[config.mk]
export PLATFORM = sky130hd
export DESIGN_NAME = host_packet_link
export DESIGN_NICKNAME = d
export VERILOG_FILES = /design/src/rtl/host_link_pkg.sv /design/src/rtl/byte_fifo.sv /design/src/rtl/uart_core.sv /design/src/rtl/host_packet_link.sv
export SDC_FILE = /design/constraint.sdc
export NUM_CORES = 2
export LEC_CHECK = 0
export ABC_AREA = 1
export BUFFER_PORTS_ARGS = -buffer_cell sky130_fd_sc_hd__buf_2
export CORE_UTILIZATION = 61
export CTS_CLUSTER_SIZE = 12
export DETAILED_ROUTE_END_ITERATION = 6
export MAX_ROUTING_LAYER = met4
export PLACE_DENSITY = 0.78
export SLEW_MARGIN = 20
export SYNTH_ARGS = -nofsm -noshare
export SYNTH_HDL_FRONTEND = slang
export SYNTH_SLANG_ARGS = --single-unit
[constraint.sdc]
create_clock -name clock -period 4 [get_ports clock]
set_clock_uncertainty 0.1 [all_clocks]
set_input_delay 1.2 -clock clock [delete_from_list [all_inputs] [get_ports clock]]
set_output_delay 1.2 -clock clock [all_outputs]
set_load 0.02 [all_outputs]
[src/rtl/host_link_pkg.sv]
/*
  Shared constants, packet carriers and the check-value step for the host packet link.
  Assumes a single 250 MHz clock and a user side that speaks in whole packets.
*/
package host_link_pkg;
  localparam int CLK_HZ = 250_000_000;
  localparam int BAUD_DEFAULT = 19200;
  localparam int BAUD_FAST = 115200;
  localparam int DIV_W = 14;
  localparam logic [DIV_W-1:0] DIV_SLOW = DIV_W'((CLK_HZ + BAUD_DEFAULT / 2) / BAUD_DEFAULT);
  localparam logic [DIV_W-1:0] DIV_FAST = DIV_W'((CLK_HZ + BAUD_FAST / 2) / BAUD_FAST);

  localparam int MAX_PAYLOAD = 18;
  localparam logic [7:0] MAX_LEN = 8'h12;
  localparam logic [7:0] TYPE_KEY = 8'h80;
  localparam logic [7:0] TYPE_FAN = 8'h81;
  localparam logic [7:0] TYPE_TEMP = 8'h82;
  localparam logic [7:0] RSP_FLAG = 8'h40;
  localparam logic [7:0] ERR_FLAGS = 8'hC0;
  localparam logic [7:0] REPORT_LEN_KEY = 8'h01;
  localparam logic [7:0] REPORT_LEN_SENSOR = 8'h04;
  localparam logic [3:0] KEY_CODE_MIN = 4'h1;
  localparam logic [3:0] KEY_CODE_MAX = 4'hC;

  localparam logic [15:0] CRC_INIT = 16'hFFFF;
  localparam logic [15:0] CRC_POLY_REFL = 16'h8408;

  localparam int FAN_PERIOD_MS = 500;
  localparam int TEMP_PERIOD_MS = 1000;
  localparam int ACK_LIMIT_MS = 250;
  localparam int ACK_GUARD_MS = 200;
  localparam int CYC_PER_MS = CLK_HZ / 1000;
  localparam int FAN_PERIOD_CYC = FAN_PERIOD_MS * CYC_PER_MS;
  localparam int ACK_GUARD_CYC = ACK_GUARD_MS * CYC_PER_MS;

  localparam int FIFO_DEPTH = 8;
  localparam int RX_BUF_DEPTH = 32;
  localparam int NUM_FANS = 4;
  localparam int NUM_TEMPS = 32;
  localparam int NUM_KEYS = 12;

  typedef struct packed {
    logic [7:0] kind;
    logic [7:0] len;
    logic [MAX_PAYLOAD-1:0][7:0] data;
  } packet_t;

  typedef struct packed {
    logic [7:0] tach;
    logic [15:0] ticks;
  } fan_sample_t;

  typedef struct packed {
    logic [4:0] index;
    logic [15:0] temp;
    logic crcOk;
  } temp_sample_t;

  function automatic logic [15:0] crcStep(input logic [15:0] crc, input logic [7:0] b);
    logic [15:0] c;
    c = crc ^ {8'h00, b};
    for (int i = 0; i < 8; i++)
    begin
      c = c[0] ? ((c >> 1) ^ CRC_POLY_REFL) : (c >> 1);
    end
    return c;
  endfunction
endpackage

[src/rtl/byte_fifo.sv]
/*
  Small synchronous FIFO with valid/ready on both sides.
  Assumes one clock; reader and writer may act in the same cycle.
*/
`timescale 1ns/1ps
module byte_fifo #(
  parameter int WIDTH = 8,
  parameter int DEPTH = 8
) (
  input wire logic clock,
  input wire logic nrst,
  input wire logic inValid,
  output logic inReady,
  input wire logic [WIDTH-1:0] inData,
  output logic outValid,
  input wire logic outReady,
  output logic [WIDTH-1:0] outData
);
  localparam int AW = $clog2(DEPTH);
  logic [WIDTH-1:0] mem [DEPTH];
  logic [AW-1:0] wrPtr_ff;
  logic [AW-1:0] rdPtr_ff;
  logic [AW:0] count_ff;
  logic doWrite;
  logic doRead;

  assign inReady = (count_ff != (AW+1)'(DEPTH));
  assign outValid = (count_ff != '0);
  assign outData = mem[rdPtr_ff];
  assign doWrite = inValid && inReady;
  assign doRead = outValid && outReady;

  always_ff @(posedge clock)
  begin
    if (doWrite)
    begin
      mem[wrPtr_ff] <= inData;
    end
  end

  always_ff @(posedge clock)
  begin
    if (!nrst)
    begin
      wrPtr_ff <= '0;
      rdPtr_ff <= '0;
      count_ff <= '0;
    end
    else
    begin
      if (doWrite)
      begin
        wrPtr_ff <= (wrPtr_ff == AW'(DEPTH - 1)) ? '0 : wrPtr_ff + 1'b1;
      end
      if (doRead)
      begin
        rdPtr_ff <= (rdPtr_ff == AW'(DEPTH - 1)) ? '0 : rdPtr_ff + 1'b1;
      end
      count_ff <= count_ff + (AW+1)'(doWrite) - (AW+1)'(doRead);
    end
  end
endmodule // byte_fifo

[src/rtl/uart_core.sv]
/*
  8N1 asynchronous serial receiver and transmitter with selectable bit rate.
  Assumes rxPin is asynchronous; txData comes from logic on the same clock.
*/
`timescale 1ns/1ps
module uart_core #(
  parameter logic [host_link_pkg::DIV_W-1:0] DIV_FAST = host_link_pkg::DIV_FAST
) (
  input wire logic clock,
  input wire logic nrst,
  input wire logic baudFast,
  input wire logic rxPin,
  output logic [7:0] rxData,
  output logic rxStrobe,
  input wire logic [7:0] txData,
  input wire logic txValid,
  output logic txReady,
  output logic txPin
);
  typedef enum logic [1:0] {RX_IDLE, RX_START, RX_DATA, RX_STOP} rx_state_t;
  typedef enum logic {TX_IDLE, TX_SEND} tx_state_t;

  logic [host_link_pkg::DIV_W-1:0] divisor;
  logic rxMeta_ff;
  logic rxSync_ff;
  rx_state_t rxState_ff;
  logic [host_link_pkg::DIV_W-1:0] rxCnt_ff;
  logic [2:0] rxBit_ff;
  logic [7:0] rxShift_ff;
  logic rxStrobe_ff;
  tx_state_t txState_ff;
  logic [host_link_pkg::DIV_W-1:0] txCnt_ff;
  logic [3:0] txBit_ff;
  logic [9:0] txShift_ff;
  logic txLine_ff;

  assign divisor = baudFast ? DIV_FAST : host_link_pkg::DIV_SLOW;
  assign rxData = rxShift_ff;
  assign rxStrobe = rxStrobe_ff;
  assign txReady = (txState_ff == TX_IDLE);
  assign txPin = txLine_ff;

  always_ff @(posedge clock)
  begin
    if (!nrst)
    begin
      rxMeta_ff <= 1'b1;
      rxSync_ff <= 1'b1;
    end
    else
    begin
      rxMeta_ff <= rxPin;
      rxSync_ff <= rxMeta_ff;
    end
  end

  // sample mid-bit; a bad stop bit drops the byte, the packet check then resyncs
  always_ff @(posedge clock)
  begin
    if (!nrst)
    begin
      rxState_ff <= RX_IDLE;
      rxCnt_ff <= '0;
      rxBit_ff <= '0;
      rxShift_ff <= '0;
      rxStrobe_ff <= 1'b0;
    end
    else
    begin
      rxStrobe_ff <= 1'b0;
      if (rxState_ff != RX_IDLE && rxCnt_ff != '0)
      begin
        rxCnt_ff <= rxCnt_ff - 1'b1;
      end
      else
      begin
        case (rxState_ff)
          RX_IDLE:
          begin
            if (!rxSync_ff)
            begin
              rxCnt_ff <= divisor >> 1;
              rxState_ff <= RX_START;
            end
          end
          RX_START:
          begin
            rxCnt_ff <= divisor - 1'b1;
            rxBit_ff <= '0;
            rxState_ff <= rxSync_ff ? RX_IDLE : RX_DATA;
          end
          RX_DATA:
          begin
            rxShift_ff <= {rxSync_ff, rxShift_ff[7:1]};
            rxCnt_ff <= divisor - 1'b1;
            rxBit_ff <= rxBit_ff + 1'b1;
            if (rxBit_ff == 3'h7)
            begin
              rxState_ff <= RX_STOP;
            end
          end
          RX_STOP:
          begin
            rxStrobe_ff <= rxSync_ff;
            rxState_ff <= RX_IDLE;
          end
          default: rxState_ff <= RX_IDLE;
        endcase
      end
    end
  end

  always_ff @(posedge clock)
  begin
    if (!nrst)
    begin
      txState_ff <= TX_IDLE;
      txCnt_ff <= '0;
      txBit_ff <= '0;
      txShift_ff <= '1;
      txLine_ff <= 1'b1;
    end
    else
    begin
      case (txState_ff)
        TX_IDLE:
        begin
          if (txValid)
          begin
            txShift_ff <= {1'b1, txData, 1'b0};
            txLine_ff <= 1'b0;
            txCnt_ff <= divisor - 1'b1;
            txBit_ff <= '0;
            txState_ff <= TX_SEND;
          end
        end
        TX_SEND:
        begin
          if (txCnt_ff != '0)
          begin
            txCnt_ff <= txCnt_ff - 1'b1;
          end
          else if (txBit_ff == 4'h9)
          begin
            txLine_ff <= 1'b1;
            txState_ff <= TX_IDLE;
          end
          else
          begin
            txShift_ff <= {1'b1, txShift_ff[9:1]};
            txLine_ff <= txShift_ff[1];
            txBit_ff <= txBit_ff + 1'b1;
            txCnt_ff <= divisor - 1'b1;
          end
        end
        default: txState_ff <= TX_IDLE;
      endcase
    end
  end
endmodule // uart_core

[src/rtl/host_packet_link.sv]
/*
  Serial packet link toward the host: framing, check values, resync, acknowledges
  and unsolicited key, fan and temperature reports.
  Assumes the user side presents sensor samples and command answers on this clock.
*/
`timescale 1ns/1ps

module host_packet_link #(
  parameter int HALF_SEC_CYCLES = host_link_pkg::FAN_PERIOD_CYC,
  parameter int ACK_GUARD_CYCLES = host_link_pkg::ACK_GUARD_CYC,
  parameter logic [host_link_pkg::DIV_W-1:0] DIV_FAST = host_link_pkg::DIV_FAST
) (
  input wire logic clock,
  input wire logic nrst,
  input wire logic rxPin,
  output logic txPin,
  input wire logic baudFast,
  input wire logic keyEvent,
  input wire logic [3:0] keyCode,
  input wire logic [host_link_pkg::NUM_KEYS-1:0] keyMask,
  input wire logic fanSampleValid,
  input wire logic [1:0] fanIndex,
  input wire host_link_pkg::fan_sample_t fanSample,
  input wire logic [host_link_pkg::NUM_FANS-1:0] fanMask,
  input wire logic tempSampleValid,
  input wire host_link_pkg::temp_sample_t tempSample,
  input wire logic [host_link_pkg::NUM_TEMPS-1:0] tempMask,
  output logic cmdValid,
  output host_link_pkg::packet_t cmdPacket,
  input wire logic cmdReady,
  input wire logic rspValid,
  input wire logic rspError,
  input wire logic [7:0] rspLen,
  input wire logic [host_link_pkg::MAX_PAYLOAD-1:0][7:0] rspData,
  output logic rspReady
);
  localparam int BW = $clog2(host_link_pkg::RX_BUF_DEPTH);
  typedef enum logic {FR_IDLE, FR_SEND} frame_state_t;

  logic [7:0] rxByte;
  logic rxStrobe;
  logic fifoInReady;
  logic [7:0] fifoOutData;
  logic fifoOutValid;
  logic uartTxReady;
  logic [7:0] rxBuf [host_link_pkg::RX_BUF_DEPTH];
  logic [BW-1:0] wrPtr_ff;
  logic [BW-1:0] startPtr_ff;
  logic [BW-1:0] scanPtr_ff;
  logic [4:0] scanIdx_ff;
  logic [4:0] scanLen_ff;
  logic [15:0] scanCrc_ff;
  logic [7:0] crcLo_ff;
  host_link_pkg::packet_t scanPkt_ff;
  logic [7:0] scanByte;
  logic bufFull;
  logic scanGo;
  logic cmdValid_ff;
  host_link_pkg::packet_t cmdPacket_ff;
  logic awaiting_ff;
  logic [31:0] ackCnt_ff;
  logic rspPend_ff;
  host_link_pkg::packet_t rspPkt_ff;
  logic keyPend_ff;
  logic [3:0] keyCode_ff;
  host_link_pkg::fan_sample_t fanStore [host_link_pkg::NUM_FANS];
  logic [15:0] tempStore [host_link_pkg::NUM_TEMPS];
  logic [host_link_pkg::NUM_TEMPS-1:0] tempOk_ff;
  logic [host_link_pkg::NUM_FANS-1:0] fanDue_ff;
  logic [host_link_pkg::NUM_TEMPS-1:0] tempDue_ff;
  logic [31:0] halfCnt_ff;
  logic secondPhase_ff;
  logic halfTick;
  frame_state_t frState_ff;
  host_link_pkg::packet_t txPkt_ff;
  logic [4:0] txIdx_ff;
  logic [15:0] txCrc_ff;
  logic [7:0] txByte;
  logic [1:0] fanSel;
  logic fanHit;
  logic [4:0] tempSel;
  logic tempHit;
  logic launchRsp;
  logic launchKey;
  logic launchFan;
  logic launchTemp;
  host_link_pkg::packet_t nxt_txPkt;

  uart_core #(.DIV_FAST(DIV_FAST)) uart (
    .clock(clock), .nrst(nrst), .baudFast(baudFast), .rxPin(rxPin),
    .rxData(rxByte), .rxStrobe(rxStrobe), .txData(fifoOutData),
    .txValid(fifoOutValid), .txReady(uartTxReady), .txPin(txPin)
  );

  byte_fifo #(.WIDTH(8), .DEPTH(host_link_pkg::FIFO_DEPTH)) txFifo (
    .clock(clock), .nrst(nrst), .inValid(frState_ff == FR_SEND),
    .inReady(fifoInReady), .inData(txByte), .outValid(fifoOutValid),
    .outReady(uartTxReady), .outData(fifoOutData)
  );

  assign cmdValid = cmdValid_ff;
  assign cmdPacket = cmdPacket_ff;
  assign rspReady = awaiting_ff;

  // receive ring: raw bytes kept so a failed candidate can be rescanned one byte later
  assign bufFull = (wrPtr_ff + 1'b1) == startPtr_ff;
  assign scanByte = rxBuf[scanPtr_ff];
  // a held command stalls parsing; the host is expected to wait for the answer
  assign scanGo = (scanPtr_ff != wrPtr_ff) && !cmdValid_ff && !awaiting_ff;

  always_ff @(posedge clock)
  begin
    if (rxStrobe && !bufFull)
    begin
      rxBuf[wrPtr_ff] <= rxByte;
    end
  end

  always_ff @(posedge clock)
  begin
    if (!nrst)
    begin
      wrPtr_ff <= '0;
    end
    else if (rxStrobe && !bufFull)
    begin
      wrPtr_ff <= wrPtr_ff + 1'b1;
    end
  end

  always_ff @(posedge clock)
  begin
    if (!nrst)
    begin
      startPtr_ff <= '0;
      scanPtr_ff <= '0;
      scanIdx_ff <= '0;
      scanLen_ff <= '0;
      scanCrc_ff <= host_link_pkg::CRC_INIT;
      crcLo_ff <= '0;
      scanPkt_ff <= '0;
      cmdValid_ff <= 1'b0;
      cmdPacket_ff <= '0;
    end
    else
    begin
      if (cmdValid_ff && cmdReady)
      begin
        cmdValid_ff <= 1'b0;
      end
      if (scanGo)
      begin
        scanPtr_ff <= scanPtr_ff + 1'b1;
        scanIdx_ff <= scanIdx_ff + 1'b1;
        if (scanIdx_ff == 5'd0)
        begin
          scanPkt_ff <= '0;
          scanPkt_ff.kind <= scanByte;
          scanCrc_ff <= host_link_pkg::crcStep(host_link_pkg::CRC_INIT, scanByte);
        end
        else if (scanIdx_ff == 5'd1 && scanByte > host_link_pkg::MAX_LEN)
        begin
          startPtr_ff <= startPtr_ff + 1'b1;
          scanPtr_ff <= startPtr_ff + 1'b1;
          scanIdx_ff <= '0;
        end
        else if (scanIdx_ff == 5'd1)
        begin
          scanPkt_ff.len <= scanByte;
          scanLen_ff <= scanByte[4:0];
          scanCrc_ff <= host_link_pkg::crcStep(scanCrc_ff, scanByte);
        end
        else if (scanIdx_ff < scanLen_ff + 5'd2)
        begin
          scanPkt_ff.data[scanIdx_ff - 5'd2] <= scanByte;
          scanCrc_ff <= host_link_pkg::crcStep(scanCrc_ff, scanByte);
        end
        else if (scanIdx_ff == scanLen_ff + 5'd2)
        begin
          crcLo_ff <= scanByte;
        end
        else if ({scanByte, crcLo_ff} == ~scanCrc_ff)
        begin
          startPtr_ff <= scanPtr_ff + 1'b1;
          scanIdx_ff <= '0;
          cmdValid_ff <= 1'b1;
          cmdPacket_ff <= scanPkt_ff;
        end
        else
        begin
          startPtr_ff <= startPtr_ff + 1'b1;
          scanPtr_ff <= startPtr_ff + 1'b1;
          scanIdx_ff <= '0;
        end
      end
    end
  end

  // guard below the limit leaves time for the answer to get out on the line
  always_ff @(posedge clock)
  begin
    if (!nrst)
    begin
      awaiting_ff <= 1'b0;
      ackCnt_ff <= '0;
      rspPend_ff <= 1'b0;
      rspPkt_ff <= '0;
    end
    else
    begin
      if (launchRsp)
      begin
        rspPend_ff <= 1'b0;
      end
      if (scanGo && !cmdValid_ff && scanIdx_ff > 5'd2 && scanIdx_ff == scanLen_ff + 5'd3
          && {scanByte, crcLo_ff} == ~scanCrc_ff)
      begin
        awaiting_ff <= 1'b1;
        ackCnt_ff <= '0;
      end
      else if (awaiting_ff && rspValid)
      begin
        awaiting_ff <= 1'b0;
        rspPend_ff <= 1'b1;
        rspPkt_ff.kind <= (rspError ? host_link_pkg::ERR_FLAGS : host_link_pkg::RSP_FLAG)
          | {2'b00, cmdPacket_ff.kind[5:0]};
        rspPkt_ff.len <= (rspLen > host_link_pkg::MAX_LEN) ? host_link_pkg::MAX_LEN : rspLen;
        rspPkt_ff.data <= rspData;
      end
      else if (awaiting_ff && ackCnt_ff == 32'(ACK_GUARD_CYCLES - 1))
      begin
        awaiting_ff <= 1'b0;
        rspPend_ff <= 1'b1;
        rspPkt_ff <= '0;
        rspPkt_ff.kind <= host_link_pkg::ERR_FLAGS | {2'b00, cmdPacket_ff.kind[5:0]};
      end
      else if (awaiting_ff)
      begin
        ackCnt_ff <= ackCnt_ff + 1'b1;
      end
    end
  end

  always_ff @(posedge clock)
  begin
    if (!nrst)
    begin
      keyPend_ff <= 1'b0;
      keyCode_ff <= '0;
    end
    else if (keyEvent && keyCode >= host_link_pkg::KEY_CODE_MIN
             && keyCode <= host_link_pkg::KEY_CODE_MAX && keyMask[keyCode - 4'h1])
    begin
      keyPend_ff <= 1'b1;
      keyCode_ff <= keyCode;
    end
    else if (launchKey)
    begin
      keyPend_ff <= 1'b0;
    end
  end

  always_ff @(posedge clock)
  begin
    if (fanSampleValid)
    begin
      fanStore[fanIndex] <= fanSample;
    end
    if (tempSampleValid)
    begin
      tempStore[tempSample.index] <= tempSample.temp;
    end
  end

  assign halfTick = (halfCnt_ff == 32'(HALF_SEC_CYCLES - 1));

  always_ff @(posedge clock)
  begin
    if (!nrst)
    begin
      halfCnt_ff <= '0;
      secondPhase_ff <= 1'b0;
      fanDue_ff <= '0;
      tempDue_ff <= '0;
      tempOk_ff <= '0;
    end
    else
    begin
      halfCnt_ff <= halfTick ? '0 : halfCnt_ff + 1'b1;
      if (halfTick)
      begin
        secondPhase_ff <= !secondPhase_ff;
      end
      if (tempSampleValid)
      begin
        tempOk_ff[tempSample.index] <= tempSample.crcOk;
      end
      // a new period's request wins over the clear of the one just sent
      fanDue_ff <= (fanDue_ff & ~(launchFan ? (4'h1 << fanSel) : 4'h0))
        | (halfTick ? fanMask : 4'h0);
      tempDue_ff <= (tempDue_ff & ~(launchTemp ? (32'h1 << tempSel) : 32'h0))
        | ((halfTick && secondPhase_ff) ? tempMask : 32'h0);
    end
  end

  always_comb
  begin
    fanSel = '0;
    fanHit = 1'b0;
    tempSel = '0;
    tempHit = 1'b0;
    for (int i = host_link_pkg::NUM_FANS - 1; i >= 0; i--)
    begin
      if (fanDue_ff[i])
      begin
        fanHit = 1'b1;
        fanSel = 2'(i);
      end
    end
    for (int i = host_link_pkg::NUM_TEMPS - 1; i >= 0; i--)
    begin
      if (tempDue_ff[i])
      begin
        tempHit = 1'b1;
        tempSel = 5'(i);
      end
    end
  end

  // answers first; reports slot in between whenever the framer is free
  assign launchRsp = (frState_ff == FR_IDLE) && rspPend_ff;
  assign launchKey = (frState_ff == FR_IDLE) && !rspPend_ff && keyPend_ff;
  assign launchFan = (frState_ff == FR_IDLE) && !rspPend_ff && !keyPend_ff && fanHit;
  assign launchTemp = (frState_ff == FR_IDLE) && !rspPend_ff && !keyPend_ff && !fanHit
    && tempHit;

  always_comb
  begin
    nxt_txPkt = rspPkt_ff;
    if (launchKey)
    begin
      nxt_txPkt = '0;
      nxt_txPkt.kind = host_link_pkg::TYPE_KEY;
      nxt_txPkt.len = host_link_pkg::REPORT_LEN_KEY;
      nxt_txPkt.data[0] = {4'h0, keyCode_ff};
    end
    else if (launchFan)
    begin
      nxt_txPkt = '0;
      nxt_txPkt.kind = host_link_pkg::TYPE_FAN;
      nxt_txPkt.len = host_link_pkg::REPORT_LEN_SENSOR;
      nxt_txPkt.data[0] = {6'h00, fanSel};
      nxt_txPkt.data[1] = fanStore[fanSel].tach;
      nxt_txPkt.data[2] = fanStore[fanSel].ticks[15:8];
      nxt_txPkt.data[3] = fanStore[fanSel].ticks[7:0];
    end
    else if (launchTemp)
    begin
      nxt_txPkt = '0;
      nxt_txPkt.kind = host_link_pkg::TYPE_TEMP;
      nxt_txPkt.len = host_link_pkg::REPORT_LEN_SENSOR;
      nxt_txPkt.data[0] = {3'h0, tempSel};
      nxt_txPkt.data[1] = tempStore[tempSel][7:0];
      nxt_txPkt.data[2] = tempStore[tempSel][15:8];
      nxt_txPkt.data[3] = {7'h00, tempOk_ff[tempSel]};
    end
  end

  always_comb
  begin
    if (txIdx_ff == 5'd0)
      txByte = txPkt_ff.kind;
    else if (txIdx_ff == 5'd1)
      txByte = txPkt_ff.len;
    else if (txIdx_ff < txPkt_ff.len[4:0] + 5'd2)
      txByte = txPkt_ff.data[txIdx_ff - 5'd2];
    else if (txIdx_ff == txPkt_ff.len[4:0] + 5'd2)
      txByte = ~txCrc_ff[7:0];
    else
      txByte = ~txCrc_ff[15:8];
  end

  // pacing comes only from the FIFO stalling the framer, nothing on the line
  always_ff @(posedge clock)
  begin
    if (!nrst)
    begin
      frState_ff <= FR_IDLE;
      txPkt_ff <= '0;
      txIdx_ff <= '0;
      txCrc_ff <= host_link_pkg::CRC_INIT;
    end
    else
    begin
      case (frState_ff)
        FR_IDLE:
        begin
          if (launchRsp || launchKey || launchFan || launchTemp)
          begin
            txPkt_ff <= nxt_txPkt;
            txIdx_ff <= '0;
            txCrc_ff <= host_link_pkg::CRC_INIT;
            frState_ff <= FR_SEND;
          end
        end
        FR_SEND:
        begin
          if (fifoInReady)
          begin
            txIdx_ff <= txIdx_ff + 1'b1;
            if (txIdx_ff < txPkt_ff.len[4:0] + 5'd2)
            begin
              txCrc_ff <= host_link_pkg::crcStep(txCrc_ff, txByte);
            end
            if (txIdx_ff == txPkt_ff.len[4:0] + 5'd3)
            begin
              frState_ff <= FR_IDLE;
            end
          end
        end
        default: frState_ff <= FR_IDLE;
      endcase
    end
  end
endmodule // host_packet_link

==> results.md <==
- Fin crit share: 0.928
- Critical path peak fanout: 11
- Worst-margin pin slew: 1.13 ns
- DRT Pass-1 Iters: 7
- Die Y-Extent: 360 um
- Async set-reset flop share out of synthesis: 0
- Status: finished clean
- WP data required: 4.56 ns
- Core region area: 126000 um^2
- First-pass GRT wire length: 345 mm
- Synth area leaders: edfxtp_1 36%, dfxtp_1 24%, nand2_1 6.6%, nor2_1 5.7%, o21ai_0 5.0%
- Worst setup path class: flop to flop
- Drc violations: 0
- Vias per inst: 5.99
- Clk slew on worst S/H paths: 0.06 ns
- Crit path DAT: 4.28 ns
- Vias in the first global route: 60192
- Multi-input gate area: 26700 um^2
- Final antenna-violating net count: 0
- Worst Setup SP: txIdx_ff[2]$_SDFFE_PN0P_
- Port bufs: 424
- Wire per inst: 21.0 um
- Final setup fails: 0
- Share of cells above drive strength 1: 0.115
- Syn avg cell area: 9.09 um^2
- Final count of hold timing violations: 0
- Synth-to-Final Area Change: 13.4%
- Post-synthesis net count: 8908
- Die X-Extent: 360 um
- Antenna violations before repair: 11
- Most frequently used flop master after synthesis: edfxtp_1
- Deepest clock path buffer count: 3
- H-tree depth: 4
- Yosys top cell area share: 0.357
- Leak: 34.4 nW
- Min-delay worst type: flop to flop
- Fin nets: 9255
- GR Util All Layers: 0.351
- Clock sink count: 1856
- Clk_lat worst skew: 0.83 ns
- Synth top cells by count: 1371 x nand2_1, 1187 x nor2_1, 928 x dfxtp_1, 928 x edfxtp_1, 781 x o21ai_0
- Setup TNS: 0 ns
- Seq cells post-synth: 1856
- Rel. slew slack: 0.242
- Post-synth cell types: 58
- Full die area: 129000 um^2
- Crit start category: flop
- Sequential share of the synthesized area: 0.596
- Total design power: 43.4 mW
- Initial DRC count: 7475
- Final Util: 0.701
- Detailed placement HPWL: 144 mm
- Rows: 130
- Initial core utilization: 0.618
- Most common cell in the netlist: nand2_1
- GPL Wtd Cong: 0.978
- CTS Root Cell: clkbuf_16
- Io pins: 425
- Pre-CTS WS: 0.291 ns
- Seq. cell area: 46500 um^2
- Post-Route WL: 226 mm
- CTS tree: done
- # fillers: 9575
- Pin count of the biggest net entering global routing: 140
- PwrDens: 490 nW/um^2
- Post-synth EDFFs: 928
- Leading area contributor after synthesis: edfxtp_1
- Setup crit end kind: flop
- Largest vdd supply drop: 463 uV
- Synthesized instance count: 8579
- Yosys warnings: 0
- FMAX: 269 MHz
- Worst flop-to-flop path startpoint: txIdx_ff[2]$_SDFFE_PN0P_
- Final WS setup: 0.287 ns
- Final Critical Period: 3.71 ns
- CTS Buf Count: 188
- Synthesized cell area: 78000 um^2
- Max-Cap Viols: 0
- RSZ-0062 raised after global routing: false
- Gr ovfl total: 0
- Via count: 64369
- Hold Slack: 0.316 ns
- Slew Viols, Final: 0
- Hold Path Origin: uart.rxMeta_ff$_SDFF_PN1_
==> sequential cells by signal (all words and copies together) (netlist names), 64 cells and up, named ones only <==
signal / flops
rxBuf: 256
tempStore: 512
scanPkt_ff: 160
txPkt_ff: 160
rspPkt_ff: 160
txFifo.mem: 64
fanStore: 96
cmdPacket: 160
==> routing by layer <==
layer / track usage / vias to the layer above / share of wire
li1: - / 29879 / -
met1: 0.445 / 30528 / 0.39
met2: 0.551 / 3349 / 0.47
met3: 0.0530 / 613 / 0.089
met4: 0.177 / 0 / 0.051
met5: - / - / 0
==> timing repair <==
item,CTS,global route
hold buffers,0,0
endpoints found under the setup margin,0,75
gates resized for setup,0,8
endpoints found under the hold margin,0,0
buffers inserted,0,5
==> report_power, final <==
| group | internal [mW] | total, mW | switching [mW] | leakage (nW) |
|---|---|---|---|---|
| Sequential | 20.4 | 20.7 | 0.314 | 16.0 |
| Clock | 9.61 | 16.9 | 7.29 | 2.86 |
| Combinational | 1.79 | 5.80 | 4.00 | 15.5 |
| Total | 31.8 | 43.4 | 11.6 | 34.4 |
==> path summary, 6_finish.rpt <==
check	end	slack (ns)	depth (start not counted)
worst max-delay path	txCrc_ff[10]$_SDFFE_PN1P_	0.29	14
worst min-delay path	uart.rxSync_ff$_SDFF_PN1_	0.32	1
worst max register to register	txCrc_ff[10]$_SDFFE_PN1P_	0.29	14
worst min register to register	uart.rxSync_ff$_SDFF_PN1_	0.32	1
==> cell families (layout without fill, tap and decap cells) <==
logic type | Yosys count | count (layout) | synth area share
buf+inv | 1243 | 1745 | 0.0630
compound gates | 1660 | 1660 | 0.116
flops | 1856 | 1856 | 0.596
mux | 1 | 1 | 0.000144
fa+ha+maj | 67 | 67 | 0.0108
other cells | 0 | 10 | 0
xor+xnor | 112 | 112 | 0.0126
simple gates | 3640 | 3640 | 0.202
==> final cells by class <==
| class | count | share of cell area |
|---|---|---|
| clock inverters | 40 | 0.00457 |
| flip-flops and latches | 1856 | 0.525 |
| diodes | 10 | 0.000283 |
| clock buffers | 305 | 0.0619 |
| inverters | 721 | 0.0309 |
| multi-input cells | 5480 | 0.302 |
| well taps | 1650 | 0.0233 |
| repair buffers | 679 | 0.0515 |
==> per-stage QoR <==
step | std cells | area [um^2]
after floorplan | 8579 | 78000
after global placement | 10381 | 82400
after detailed placement | 10381 | 82400
after CTS | 10726 | 88300
after global routing | 10737 | 88400
final | 10741 | 88400
==> worst max-delay path, stage by stage, from the launching register on <==
cell      delay (ns)
dfxtp_1         0.48
inv_1           0.08
ha_1            0.30
clkinv_1        0.30
a21oi_1         0.44
o31ai_1         0.16
o221ai_1        0.20
nand3_1         0.10
o211ai_1        0.11
o21ai_0         0.29
xor2_1          0.24
xnor2_1         0.36
o21ai_0         0.12
o21ai_0         0.17
o211ai_1        0.10
==> placed cells by master (no fill, tap or decap), types with 26 or more instances in the layout <==
cell type and count:
buf_12 38, a31oi_1 26, nand3b_1 97, clkbuf_16 193, clkbuf_1 88, nor2_1 1180
or2_2 32, xnor2_1 37, ha_1 66, o21ai_0 781, o211ai_1 37, nand3_1 536
buf_2 423, a21oi_1 593, nand2_1 1369, o21ai_1 39, dfxtp_1 922, inv_1 700
xor2_1 74, edfxtp_1 928, nor3_1 86, o221ai_1 65, nand4_1 267, buf_4 213
o22ai_1 44
No activity file was read; power rests on OpenSTA's default activity.
